`config.mk`:
```
export PLATFORM = sky130hd
export DESIGN_NAME = tpc_regs
export DESIGN_NICKNAME = d
export VERILOG_FILES = /design/src/hdl/tpc_pkg.sv /design/src/hdl/tpc_chan_decode.sv /design/src/hdl/tpc_regs.sv
export SDC_FILE = /design/constraint.sdc
export NUM_CORES = 1
export LEC_CHECK = 0
export BUFFER_PORTS_ARGS = -buffer_cell sky130_fd_sc_hd__buf_2
export CAP_MARGIN = 20
export CORE_ASPECT_RATIO = 0.8
export CORE_UTILIZATION = 47
export DETAILED_ROUTE_END_ITERATION = 6
export PLACE_DENSITY = 0.76
export SETUP_SLACK_MARGIN = 0.05
export SYNTH_ARGS = -nofsm -noshare
export SYNTH_HDL_FRONTEND = slang
export SYNTH_SLANG_ARGS = --single-unit
export TNS_END_PERCENT = 1
```
`constraint.sdc`:
```
create_clock -name mclk_i -period 1.6 [get_ports mclk_i]
set_clock_uncertainty 0.15 [all_clocks]
set_input_delay 0.08 -clock mclk_i [delete_from_list [all_inputs] [get_ports mclk_i]]
set_output_delay 0.08 -clock mclk_i [all_outputs]
set_load 0.02 [all_outputs]
```
`src/hdl/tpc_pkg.sv`:
```
// Purpose: constants and types for the toggle and power-down register bank
// Assumes: apb with 32-bit data, one aligned word per register
// Notes: printed offsets are register indices, byte address is index times 4
package tpc_pkg;
    localparam int TPC_NUM_CH = 16;
    // register indices and byte addresses
    localparam logic [7:0] TPC_IDX_TOG_HIGH = 8'h07;
    localparam logic [7:0] TPC_IDX_TOG_LOW = 8'h08;
    localparam logic [7:0] TPC_IDX_PWDN = 8'h09;
    localparam logic [7:0] TPC_IDX_SOFT = 8'h0e;
    localparam logic [11:0] TPC_ADDR_TOG_HIGH = {2'b00, TPC_IDX_TOG_HIGH, 2'b00};
    localparam logic [11:0] TPC_ADDR_TOG_LOW = {2'b00, TPC_IDX_TOG_LOW, 2'b00};
    localparam logic [11:0] TPC_ADDR_PWDN = {2'b00, TPC_IDX_PWDN, 2'b00};
    localparam logic [11:0] TPC_ADDR_SOFT = {2'b00, TPC_IDX_SOFT, 2'b00};
    // reset values
    localparam logic [15:0] TPC_RST_TOG = 16'h0000;
    localparam logic [15:0] TPC_RST_PWDN = 16'hffff;
    localparam logic [2:0] TPC_RST_SOFT = 3'h0;
    // soft switch bit positions and soft enable position
    localparam int TPC_SOFT_LSB = 5;
    localparam int TPC_SOFT_EN_BIT = 8;
    // toggle selection codes
    typedef enum logic [1:0]
    {
        TPC_SEL_OFF = 2'h0,
        TPC_SEL_SRC0 = 2'h1,
        TPC_SEL_SRC1 = 2'h2,
        TPC_SEL_SRC2 = 2'h3
    } tpc_sel_t;
    typedef struct packed
    {
        logic psel;
        logic penable;
        logic pwrite;
        logic [11:0] paddr;
        logic [31:0] pwdata;
    } tpc_apb_req_t;
    typedef struct packed
    {
        logic [TPC_NUM_CH-1:0] tog_en;
        logic [TPC_NUM_CH-1:0] sel_b;
        logic [TPC_NUM_CH-1:0] pwdn;
    } tpc_chan_t;
endpackage

```
`src/hdl/tpc_chan_decode.sv`:
```
// Purpose: per-channel toggle source decode
// Assumes: pins synchronous to mclk_i
// Notes: purely combinational, one channel
`timescale 1ns/100ps
module tpc_chan_decode
(
    // channel field
    input wire logic [1:0] sel_i,
    // sources: pins 0..2 and soft bits 0..2
    input wire logic [2:0] pin_i,
    input wire logic [2:0] soft_i,
    input wire logic soft_en_i,
    // result
    output logic tog_en_o,
    output logic sel_b_o
);
    import tpc_pkg::*;
    logic [2:0] src;
    assign src = soft_en_i ? soft_i : pin_i;
    always_comb
    begin
        case (tpc_sel_t'(sel_i))
            TPC_SEL_SRC0:
            begin
                tog_en_o = 1'b1;
                sel_b_o = src[0];
            end
            TPC_SEL_SRC1:
            begin
                tog_en_o = 1'b1;
                sel_b_o = src[1];
            end
            TPC_SEL_SRC2:
            begin
                tog_en_o = 1'b1;
                sel_b_o = src[2];
            end
            default:
            begin
                tog_en_o = 1'b0;
                sel_b_o = 1'b0;
            end
        endcase
    end
endmodule

```
`src/hdl/tpc_regs.sv`:
```
// Purpose: toggle map and power-down register bank behind apb
// Assumes: single clock mclk_i, synchronous active-high reset
// Notes: one wait state, unmapped reads return zero with no error
//
// Our own choice: the APB register port.
`timescale 1ns/100ps
// Overview of operation
// - two-bit field selects toggle source zero-two
// - code zero disables toggle, reset disabled
// - high map holds channels 15 to 8
// - low map at 08h, channels 7-0
// - power-down bit per channel, one grounds output
// - power-down register at 09h, resets all ones
// - high map at 07h, resets zero
// - soft bits pick B or A per source
module tpc_regs
(
    // clock and reset
    input wire logic mclk_i,
    input wire logic srst_i,
    // apb slave
    input wire logic psel_i,
    input wire logic penable_i,
    input wire logic pwrite_i,
    input wire logic [11:0] paddr_i,
    input wire logic [31:0] pwdata_i,
    output logic [31:0] prdata_o,
    output logic pready_o,
    output logic pslverr_o,
    // toggle pins
    input wire logic [2:0] dither_pin_i,
    // channel controls
    output tpc_pkg::tpc_chan_t chan_o
);
    import tpc_pkg::*;

    logic [15:0] toggle_map_high_channels;
    logic [15:0] toggle_map_low_channels;
    logic [15:0] channel_power_down_mask;
    logic [2:0] soft_ab_switch;
    logic soft_en;
    logic [2*TPC_NUM_CH-1:0] all_sel;
    logic [TPC_NUM_CH-1:0] next_tog_en;
    logic [TPC_NUM_CH-1:0] next_sel_b;
    logic wr_stb;
    logic rd_stb;
    logic [31:0] next_rdata;

    function automatic logic [31:0] rd_word(input logic [11:0] a,
        input logic [15:0] hi, input logic [15:0] lo, input logic [15:0] pd,
        input logic [2:0] sw, input logic en);
        logic [31:0] w;
        w = 32'h0000_0000;
        case (a)
            TPC_ADDR_TOG_HIGH: w[15:0] = hi;
            TPC_ADDR_TOG_LOW: w[15:0] = lo;
            TPC_ADDR_PWDN: w[15:0] = pd;
            TPC_ADDR_SOFT:
            begin
                w[TPC_SOFT_LSB+2:TPC_SOFT_LSB] = sw;
                w[TPC_SOFT_EN_BIT] = en;
            end
            default: w = 32'h0000_0000;
        endcase
        return w;
    endfunction

    // access taken on the first access-phase edge, one cycle wide
    assign wr_stb = psel_i && penable_i && pwrite_i && !pready_o;
    assign rd_stb = psel_i && penable_i && !pwrite_i && !pready_o;

    always_ff @(posedge mclk_i)
    begin
        if (srst_i)
            pready_o <= 1'b0;
        else
            pready_o <= psel_i && penable_i && !pready_o;
    end

    always_ff @(posedge mclk_i)
    begin
        if (srst_i)
            pslverr_o <= 1'b0;
        else
            pslverr_o <= 1'b0;
    end

    // each register written only at its own address, the whole register at once
    always_ff @(posedge mclk_i)
    begin
        if (srst_i)
            toggle_map_high_channels <= TPC_RST_TOG;
        else if (wr_stb && paddr_i == TPC_ADDR_TOG_HIGH)
            toggle_map_high_channels <= pwdata_i[15:0];
    end

    always_ff @(posedge mclk_i)
    begin
        if (srst_i)
            toggle_map_low_channels <= TPC_RST_TOG;
        else if (wr_stb && paddr_i == TPC_ADDR_TOG_LOW)
            toggle_map_low_channels <= pwdata_i[15:0];
    end

    always_ff @(posedge mclk_i)
    begin
        if (srst_i)
            channel_power_down_mask <= TPC_RST_PWDN;
        else if (wr_stb && paddr_i == TPC_ADDR_PWDN)
            channel_power_down_mask <= pwdata_i[15:0];
    end

    always_ff @(posedge mclk_i)
    begin
        if (srst_i)
        begin
            soft_ab_switch <= TPC_RST_SOFT;
            soft_en <= 1'b0;
        end
        else if (wr_stb && paddr_i == TPC_ADDR_SOFT)
        begin
            soft_ab_switch <= pwdata_i[TPC_SOFT_LSB+2:TPC_SOFT_LSB];
            soft_en <= pwdata_i[TPC_SOFT_EN_BIT];
        end
    end

    assign next_rdata = rd_word(paddr_i, toggle_map_high_channels,
        toggle_map_low_channels, channel_power_down_mask, soft_ab_switch,
        soft_en);

    always_ff @(posedge mclk_i)
    begin
        if (srst_i)
            prdata_o <= 32'h0000_0000;
        else if (rd_stb)
            prdata_o <= next_rdata;
    end

    // channel 15 in bits 31-30 of the joined maps, channel 0 in bits 1-0
    assign all_sel = {toggle_map_high_channels, toggle_map_low_channels};

    genvar g;
    generate
        for (g = 0; g < TPC_NUM_CH; g++)
        begin : g_ch
            tpc_chan_decode u_dec
            (
                .sel_i(all_sel[2*g+1:2*g]),
                .pin_i(dither_pin_i),
                .soft_i(soft_ab_switch),
                .soft_en_i(soft_en),
                .tog_en_o(next_tog_en[g]),
                .sel_b_o(next_sel_b[g])
            );
        end
    endgenerate

    always_ff @(posedge mclk_i)
    begin
        if (srst_i)
            chan_o <= '{tog_en: '0, sel_b: '0, pwdn: TPC_RST_PWDN};
        else
        begin
            chan_o.tog_en <= next_tog_en;
            chan_o.sel_b <= next_sel_b;
            chan_o.pwdn <= channel_power_down_mask;
        end
    end
endmodule

```
# Yosys cells after proc, flatten, opt, wreduce, memory -nomap -nowiden
# Cells that the tools add are included.
dict set report totals {
  reg_bits 117
  elab_cells 126
}
dict set report op_classes {
  eq_ne 52
  muxes 36
  reduce_logical 28
}
# op count
set ops {}
lappend ops {{$eq A2 B2 Y1 const B} 32}
lappend ops {{$pmux W1 S3} 16}
lappend ops {{$reduce_or A3 Y1} 16}
lappend ops {{$eq A12 B6 Y1 const B} 3}
lappend ops {{$eq A2 B1 Y1 const B} 16}
lappend ops {{$pmux W7 S3} 1}
lappend ops {{$mux W1} 16}
lappend ops {{$pmux W4 S4} 1}
lappend ops {{$pmux W5 S3} 1}
lappend ops {{$eq A12 B5 Y1 const B} 1}
lappend ops {{$logic_and A1 B1 Y1} 10}
lappend ops {{$mux W3} 1}
lappend ops {{$logic_not A1 Y1} 2}

# Depth between registers and ports, before layout
# Gate-level depths: netlist of the first run.
dict set report logic_depth {
  ltp_word 4
  depth_mapped 7
  depth_no_buf 4
}

# Modules after synthesis
# Synthesis of the first run repeated with hierarchy kept, for this count alone.
dict set report hier_totals {
  cells_unflattened 504
  hier_area_um2 5134.9
}
# mod n_inst cells_per_inst area_each_um2 seq_area_each_um2
set modules_own_cells {}
lappend modules_own_cells {tpc_regs 1 424 4274.1 2342.2}
lappend modules_own_cells {tpc_chan_decode 16 5 53.8 0.0}

# Worst setup path before layout of the first run
# OpenSTA, ideal clock, no wires.
dict set report synth_timing {
  path_type {input to register}
  start {input paddr_i[0]}
  end {register prdata_o[0]}
  setup_ps 59
  t_arrival_ps 1519
  required_time_ps 1391
  setup_slack_ps -128
  stages 7
  n_path_buf 3
  cell_sequence {nand4bb_1 > buf_2 > or3_1 > buf_2 > a2111oi_4 > buf_6 > a22o_1}
}
dict set report synth_between {
  elab_chain_len 2
}
# item line
set synth_rtl {}
lappend synth_rtl {{from (decl)} tpc_regs.sv:25} ;# input wire logic [11:0] paddr_i,
lappend synth_rtl {{$eq A12 B6 Y1 or $eq A12 B5 Y1 (tied branches)} tpc_regs.sv:54} ;# case (a)
lappend synth_rtl {{$pmux W5 S3 *} tpc_regs.sv:54}
lappend synth_rtl {{to (signal assigned)} tpc_regs.sv:136} ;# prdata_o <= next_rdata;
lappend synth_rtl {{to (decl)} tpc_regs.sv:27} ;# output logic [31:0] prdata_o,
# Mark *: on every way between the ends. The rest lies on a longest branch, timed or not.
# A chain may end at the register's enable or synchronous reset.

# Worst setup path after layout of the first run
dict set report layout_timing {
  start {register pready_o}
  end {register channel_power_down_mask[0]}
}
dict set report layout_between {
  elab_chain_len 3
}
# item line
set layout_rtl {}
lappend layout_rtl {{from (decl)} tpc_regs.sv:28} ;# output logic pready_o,
lappend layout_rtl {{from (signal assigned)} tpc_regs.sv:77} ;# pready_o <= psel_i && penable_i && !pready_o;
lappend layout_rtl {{$logic_not A1 Y1} tpc_regs.sv:69} ;# assign wr_stb = psel_i && penable_i && pwrite_i && !pready_o;
lappend layout_rtl {{$logic_and A1 B1 Y1} tpc_regs.sv:69}
lappend layout_rtl {{$logic_and A1 B1 Y1} tpc_regs.sv:109} ;# else if (wr_stb && paddr_i == TPC_ADDR_PWDN)
lappend layout_rtl {{to (signal assigned)} tpc_regs.sv:110} ;# channel_power_down_mask <= pwdata_i[15:0];
lappend layout_rtl {{to (decl)} tpc_regs.sv:39} ;# logic [15:0] channel_power_down_mask;
# Every way passes these cells.

==> reports/qor.csv, run 1 <==
stage;metric;value;unit
status;outcome;completed;
timing;Slew Limit Fails;0;
global_route;pin count of the biggest net entering global routing;65;
yosys;EDFF count, synth;0;
floorplan;Std-Cell Rows;32;
job;max_cap viols;0;
timing;Slew headroom;0.5641;
global_route;antenna violations before repair;0;
cells_and_area;layout cells sized above 1;0.2820;
detailed_routing;DRC;0;
worst_setup_path;worst path arrival time;1.73;ns
worst_setup_path;Worst Path Max Fanout;6;
timing;fmax;630.4;MHz
floorplan;Die Y;92.97;um
cells_and_area;commonest non-fill, non-tap cell in the layout;dfxtp_1;
yosys;Mean Syn Cell Area;8.905;sq um
worst_setup_path;CP cell instances;and3b_2 > and4_4 > nand3_4 > buf_8 > mux2i_1;
timing;RSZ-0062 raised after global routing;yes;
yosys;Synth Flop Type;dfxtp_1;
place;GPL Wtd Cong;0.8402;
yosys;Synth async-reset ratio;0;
clock_tree;H-tree Lvls;4;
clock_tree;Worst-path clk slew;0.05;ns
clock_tree;clk root buf;clkbuf_16;
detailed_routing;vias;4543;
detailed_routing;drt pass-1 iters;5;
power;Power per Cell Area;1055;nW/um^2
clock_tree;Num Clock Sinks;117;
floorplan;I/O Pins;134;
timing;Final period util;0.9915;
worst_setup_path;slowest cell on the critical path;dfxtp_2;
detailed_routing;First DRT Iteration DRCs;324;
worst_setup_path;critical path class;reg -> reg;
yosys;library cells used by synthesis;41;
clock_tree;worst skew pair latency;0.41;ns
worst_setup_path;critical path capture point type;flip-flop;
detailed_routing;antenna viol nets, final;0;
yosys;total of warnings raised by yosys;0;
worst_setup_path;Req. time, crit path;1.74;ns
timing;endpoints failing setup;0;
place;Setup Slack @ Placement;-0.2205;ns
timing;minimum clock period;1.586;ns
power;total leakage power;2.655;nW
global_route;total track usage;0.2578;
yosys;Yosys reg bits;117;
cells_and_area;layout net count;735;
detailed_routing;Avg WL per Cell;16.25;um
place;# port buffers;100;
timing;endpoints failing hold;0;
cells_and_area;most frequent cells in the layout;115 x dfxtp_1, 100 x buf_2, 71 x nor2_1;
global_route;Overflow after GRT;0;
global_route;vias in the first global route;4254;
worst_setup_path;crit-path max cell delay;0.33;ns
timing;setup TNS;0;ns
hold_path;worst hold path type;in -> reg;
power;VDD IR max;1010;uV
worst_setup_path;Worst Path Buf+Inv;1;
floorplan;Initial Util;0.4936;
cells_and_area;Layout area overhead;34.38;%
detailed_routing;drt total wl;13510;um
floorplan;Core ar.;9849;sq um
place;dpl hpwl;8761;um
detailed_routing;vias per cell;5.467;
floorplan;die area;10760;sq um
clock_tree;CTS tree;done;
timing;fin worst setup slack;0.01366;ns
global_route;first-pass GRT wire length;20960;um
clock_tree;Num CTS Buffers;17;
worst_setup_path;CP startpoint kind;flip-flop;
yosys;mapped cell area;4862;sq um
clock_tree;clk buf depth;2;
timing;Worst-Margin Slew;0.6531;ns
cells_and_area;Antenna diodes;0;
timing;worst hold slack;0.04480;ns
worst_setup_path;CP delay by family, top;simple AND/OR/NAND/NOR gates;
floorplan;Die Span X;115.7;um
yosys;register area share after synthesis;0.4817;
yosys;Post-Synthesis Cells;546;
==> path summary, 6_finish.rpt <==
kind	endpoint	startpoint	depth (start not counted)	slack [ns]
worst max-delay path	channel_power_down_mask[0]$_SDFFE_PP1P_	pready_o$_SDFF_PP0_	5	0.01
worst min-delay path	prdata_o[6]$_SDFFE_PP0P_	penable_i	5	0.04
worst max register to register	channel_power_down_mask[0]$_SDFFE_PP1P_	pready_o$_SDFF_PP0_	5	0.01
worst min register to register	chan_o[12]$_SDFF_PP1_	channel_power_down_mask[12]$_SDFFE_PP1P_	2	0.30
==> cells by family (layout without fill, tap and decap cells) <==
family,count (synthesis),count (layout),share of synthesized area
AOI/OAI and AO/OA,138,138,0.1768
xor gates and xnor gates,1,1,0.001802
buffers and inverters,74,207,0.07488
DFF,117,117,0.4817
muxes,35,35,0.07257
other,1,17,0.0007713
and+or+nand+nor,180,180,0.1915
==> sequential cells by signal, summed over array words and instances, names as in the netlist <==
register and count:
prdata_o 16, toggle_map_high_channels 16, pready_o 1, soft_ab_switch 3
chan_o 48, soft_en 1, channel_power_down_mask 16, toggle_map_low_channels 16
==> power breakdown <==
| part | total [mW] | internal (mW) | switching [mW] |
|---|---|---|---|
| sequential | 2.92 | 2.92 | 0.000890 |
| combinational | 0.391 | 0.151 | 0.241 |
| clock | 3.59 | 2.31 | 1.27 |
| total | 6.90 | 5.38 | 1.52 |
==> stage by stage <==
step	instances	util	area, sq um	power [mW]
detailed placement	778	0.5709	5623	3.307
finish	831	0.6634	6534	6.896
global placement	778	0.5709	5623	3.301
floorplan	562	-	4922	3.198
global route	831	0.6634	6534	7.099
CTS	829	0.6496	6399	6.915
==> Yosys cell counts (all sizes together) (2+ instances only) <==
library cell | number | share of area
dfxtp | 117 | 0.48
nor2 | 73 | 0.057
a21oi | 56 | 0.058
o21ai | 36 | 0.037
buf | 34 | 0.044
mux2i | 33 | 0.068
clkbuf | 23 | 0.018
nand3b | 22 | 0.034
nand2 | 21 | 0.016
nand3 | 21 | 0.024
inv | 17 | 0.013
nand4 | 17 | 0.022
o211ai | 16 | 0.025
a22o | 12 | 0.022
o2bb2ai | 12 | 0.022
or2 | 6 | 0.0082
nor3 | 5 | 0.0062
a32oi | 4 | 0.0072
nor2b | 4 | 0.0051
mux2 | 2 | 0.0046
nand4bb | 2 | 0.0046
or3 | 2 | 0.0026
==> area by class of cell <==
type / instances / area, sq um
Clock buffer: 22 / 454.2
Clock inverter: 9 / 105.1
Fill cell: 813 / 3316
Inverter: 17 / 63.81
Multi-Input combinational cell: 371 / 2312
Sequential cell: 117 / 2345
Tap cell: 136 / 170.2
Timing Repair Buffer: 159 / 1084
==> per-layer routing <==
layer / global-route usage / vias to the layer above / part of all wire
li1: - / 2171 / -
met1: 0.3132 / 2127 / 0.43
met2: 0.4321 / 218 / 0.47
met3: 0.07064 / 27 / 0.081
met4: 0.1015 / 0 / 0.017
met5: 0 / - / 0
==> worst min-delay path: stages <==
cell and delay, ns:
buf_2 0.13, nand3b_1 0.09, nor2_1 0.07, o211ai_1 0.10
a21oi_1 0.08
==> timing repair <==
| action | in CTS | in global routing |
|---|---|---|
| resized for setup | 6 | 38 |
| cloned | 0 | 2 |
| setup buffers | 0 | 0 |
| pin swaps | 2 | 36 |
| hold buffers | 20 | 0 |
| setup endpoints to repair | 65 | 81 |
| hold endpoints to repair | 54 | 0 |
Power figures use the tool's default switching activity.
==> run 2, diff against run 1 <==
- ABC_AREA: not set -> 1
==> reports/qor.csv, run 2 <==
stage;metric;value;unit;change
status;outcome;completed;;
global_route;vias in the first global route;4270;;+0.38%
timing;endpoints failing setup;0;;unchanged
global_route;pin count of the biggest net entering global routing;66;;+1.5%
yosys;top post-synthesis cells by area;dfxtp_1 48%, nand3_1 9.9%, a21oi_1 6.9%, nand2_1 6.0%, inv_1 4.7%;;
timing;Slew headroom;0.4920;;-0.07213
yosys;Post-Synthesis Cells;608;;+11%
clock_tree;Num CTS Buffers;17;;unchanged
clock_tree;Num Clock Sinks;117;;unchanged
clock_tree;clk buf depth;2;;unchanged
timing;Final period util;0.9823;;-0.009126
yosys;total of warnings raised by yosys;0;;unchanged
yosys;Synth Flop Type;dfxtp_1;;
detailed_routing;Avg WL per Cell;14.51;um;-11%
cells_and_area;Layout area overhead;27.69;%;
cells_and_area;Final Non-Filler Cells;871;;+4.8%
power;VDD IR max;654.5;uV;-35%
worst_setup_path;critical path capture point type;flip-flop;;
worst_setup_path;CP startpoint kind;flip-flop;;
power;combinational power share;0.049;;-0.008
detailed_routing;drt total wl;12640;um;-6.4%
detailed_routing;First DRT Iteration DRCs;301;;-7.1%
timing;Slew Limit Fails;0;;unchanged
place;# port buffers;100;;unchanged
hold_path;worst hold start;pwrite_i;;
power;NetSw;1.428;mW;-5.8%
job;max_cap viols;0;;unchanged
cells_and_area;most frequent cells in the layout;116 x dfxtp_1, 100 x buf_2, 97 x nand3_1;;
power;total power;6.708;mW;-2.7%
power;internal power;5.279;mW;-1.9%
yosys;library cells used by synthesis;28;;-32%
timing;minimum clock period;1.572;ns;-0.01460 ns
worst_setup_path;cells on worst reg2reg path;6;;+1
power;clock power share;0.516;;-0.004
place;placed insts;822;;+5.7%
hold_path;hold path depth;5;;unchanged
yosys;register area share after synthesis;0.4768;;-0.004908
timing;Worst-Margin Slew;0.7574;ns;+0.1042 ns
detailed_routing;antenna viol nets, final;0;;unchanged
power;sw frac;0.2129;;-0.006961
floorplan;I/O Pins;134;;unchanged
floorplan;Initial Util;0.4967;;+0.003062
detailed_routing;vias;4635;;+2.0%
worst_setup_path;Req. time, crit path;1.75;ns;about the same
detailed_routing;DRC;0;;unchanged
cells_and_area;Antenna diodes;0;;unchanged
cells_and_area;max reg flops;48;;unchanged
cells_and_area;commonest non-fill, non-tap cell in the layout;dfxtp_1;;
yosys;Yosys reg bits;117;;unchanged
timing;fmax;636.2;MHz;+0.93%
worst_setup_path;worst reg2reg path startpoint;soft_en$_SDFFE_PP0P_;;
detailed_routing;drt pass-1 iters;5;;unchanged
worst_setup_path;worst path arrival time;1.72;ns;about the same
place;GPL Wtd Cong;0.9042;;+7.6%
detailed_routing;vias per cell;5.321;;-2.7%
clock_tree;H-tree Lvls;4;;unchanged
cells_and_area;fill count;877;;+7.9%
yosys;Synth async-reset ratio;0;;unchanged
clock_tree;Worst-path clk slew;0.05;ns;about the same
floorplan;Die Y;93.44;um;+0.51%
worst_setup_path;CP startpoint;soft_en$_SDFFE_PP0P_;;
global_route;Overflow after GRT;0;;unchanged
worst_setup_path;Worst Path Max Fanout;8;;+2
power;Power per Cell Area;1069;nW/um^2;+1.3%
timing;RSZ-0062 raised after global routing;yes;;
floorplan;Core ar.;9889;sq um;+0.41%
yosys;top-count cell post-synth;dfxtp_1;;
worst_setup_path;r2r endpoint;chan_o[18]$_SDFF_PP0_;;
worst_setup_path;reg-to-reg slack, setup;0.03;ns;about the same
power;Flop pwr share;0.435;;+0.012
floorplan;die area;10870;sq um;+1.0%
floorplan;Std-Cell Rows;32;;unchanged
worst_setup_path;critical path class;reg -> reg;;
global_route;first-pass GRT wire length;19750;um;-5.8%
global_route;total track usage;0.2413;;-0.01649
clock_tree;Post-CTS Setup Bufs;0;;unchanged
yosys;top cells by count, synth;117 x dfxtp_1, 97 x nand3_1, 78 x nand2_1, 68 x a21oi_1, 62 x inv_1;;
cells_and_area;layout net count;777;;+5.7%
clock_tree;clk root buf;clkbuf_16;;
hold_path;hold path endpoint;prdata_o[12]$_SDFFE_PP0P_;;
timing;endpoints failing hold;0;;unchanged
yosys;post-synth top area share;0.4768;;-0.004908
cells_and_area;Top reg by flops;chan_o;;
floorplan;Die Span X;116.3;um;+0.51%
yosys;mapped cell area;4912;sq um;+1.0%
global_route;antenna violations before repair;0;;unchanged
cells_and_area;layout cells sized above 1;0.2776;;-0.004463
clock_tree;CTS tree;done;;
place;dpl hpwl;8536;um;-2.6%
yosys;Mean Syn Cell Area;8.079;sq um;-9.3%
hold_path;worst hold path type;in -> reg;;
power;total leakage power;2.782;nW;+4.8%
clock_tree;worst skew pair latency;0.41;ns;about the same
yosys;EDFF count, synth;0;;unchanged
timing;worst hold slack;0.02787;ns;-0.01694 ns
yosys;area leader, netlist;dfxtp_1;;
[run 2: cell types whose count changed in the layout (fill, tap and decap cells not counted), moves of 32 or more]
| cell | before | now |
|---|---|---|
| nand3_1 | 14 | 97 |
| inv_1 | 16 | 61 |
| nor2_1 | 71 | 14 |
| mux2i_1 | 32 | 0 |
| nand2_1 | 20 | 76 |
[run 2: power by group through the flow]
stage                     sequential (mW)  combinational [mW]  clock (mW)
after CTS                            2.92               0.311        3.50
after floorplan                      2.98               0.191           0
after global placement               2.98               0.266           0
after detailed placement             2.98               0.272           0
final                                2.92               0.327        3.46
after global routing                 2.91               0.352        3.66
[run 2: how the worst max path moves through the flow]
stage | endpoint | slack, ns | cells after the start
after floorplan | prdata_o[13]$_SDFFE_PP0P_ | 0.05 | 6
after global placement | channel_power_down_mask[1]$_SDFFE_PP1P_ | 0.06 | 6
after global routing | chan_o[18]$_SDFF_PP0_ | -0.01 | 6
after CTS | chan_o[26]$_SDFF_PP0_ | 0.01 | 7
after detailed placement | channel_power_down_mask[0]$_SDFFE_PP1P_ | -0.0004 | 6
final | chan_o[18]$_SDFF_PP0_ | 0.03 | 6
[run 2: cell type report]
cell class                 instances  area [sq um]  area share
inverter                          64         244.0     0.03890
clock buffer                      24         491.7     0.07840
tap                              136         170.2     0.02713
sequential                       117          2346      0.3740
multi-input combinational        391          2105      0.3355
clock inverter                     5         50.05    0.007979
timing repair buffer             133         860.8      0.1372
timing repair inverter             1         5.005   0.0007979
[run 2: worst max-delay path, stage by stage (launching register included)]
cell        delay (ns)
dfxtp_4           0.37
o21ai_4           0.22
clkinvlp_2        0.32
a21oi_1           0.20
o21ai_0           0.10
nand3_1           0.08
inv_1             0.04
[run 2: metal layers]
metal / vias to the layer above / wire, um / GRT usage
met4: 0 / 490 / 0.1410
met5: - / 0 / 0
met1: 2177 / 5105 / 0.2757
met3: 43 / 853 / 0.06351
li1: 2229 / - / -
met2: 186 / 6186 / 0.4038
[run 2: cells by family (layout without fill, tap and decap cells)]
| logic type | after synthesis | count (layout) | synth area share |
|---|---|---|---|
| other cells | 1 | 17 | 0.0007634 |
| flops | 117 | 117 | 0.4768 |
| simple gates | 247 | 247 | 0.2550 |
| buf+inv | 116 | 227 | 0.1159 |
| compound gates | 127 | 127 | 0.1516 |
[run 2: timing repair]
item / CTS / global route
pin swaps: 0 / 3
gates resized for setup: 1 / 30
endpoints found under the hold margin: 53 / 0
hold buffers: 19 / 0
endpoints found under the setup margin: 21 / 60
cloned: 0 / 1
[run 2: per-stage QoR]
step | setup TNS (ns) | worst slack, ns | area (sq um) | util
global placement | 0 | 0.05641 | 5469 | 0.5530
detailed placement | -0.0004368 | -0.0004368 | 5469 | 0.5530
CTS | 0 | 0.01223 | 6205 | 0.6274
finish | 0 | 0.02826 | 6272 | 0.6342
global route | -0.03054 | -0.01176 | 6272 | 0.6342
floorplan | 0 | 0.05421 | 4976 | -
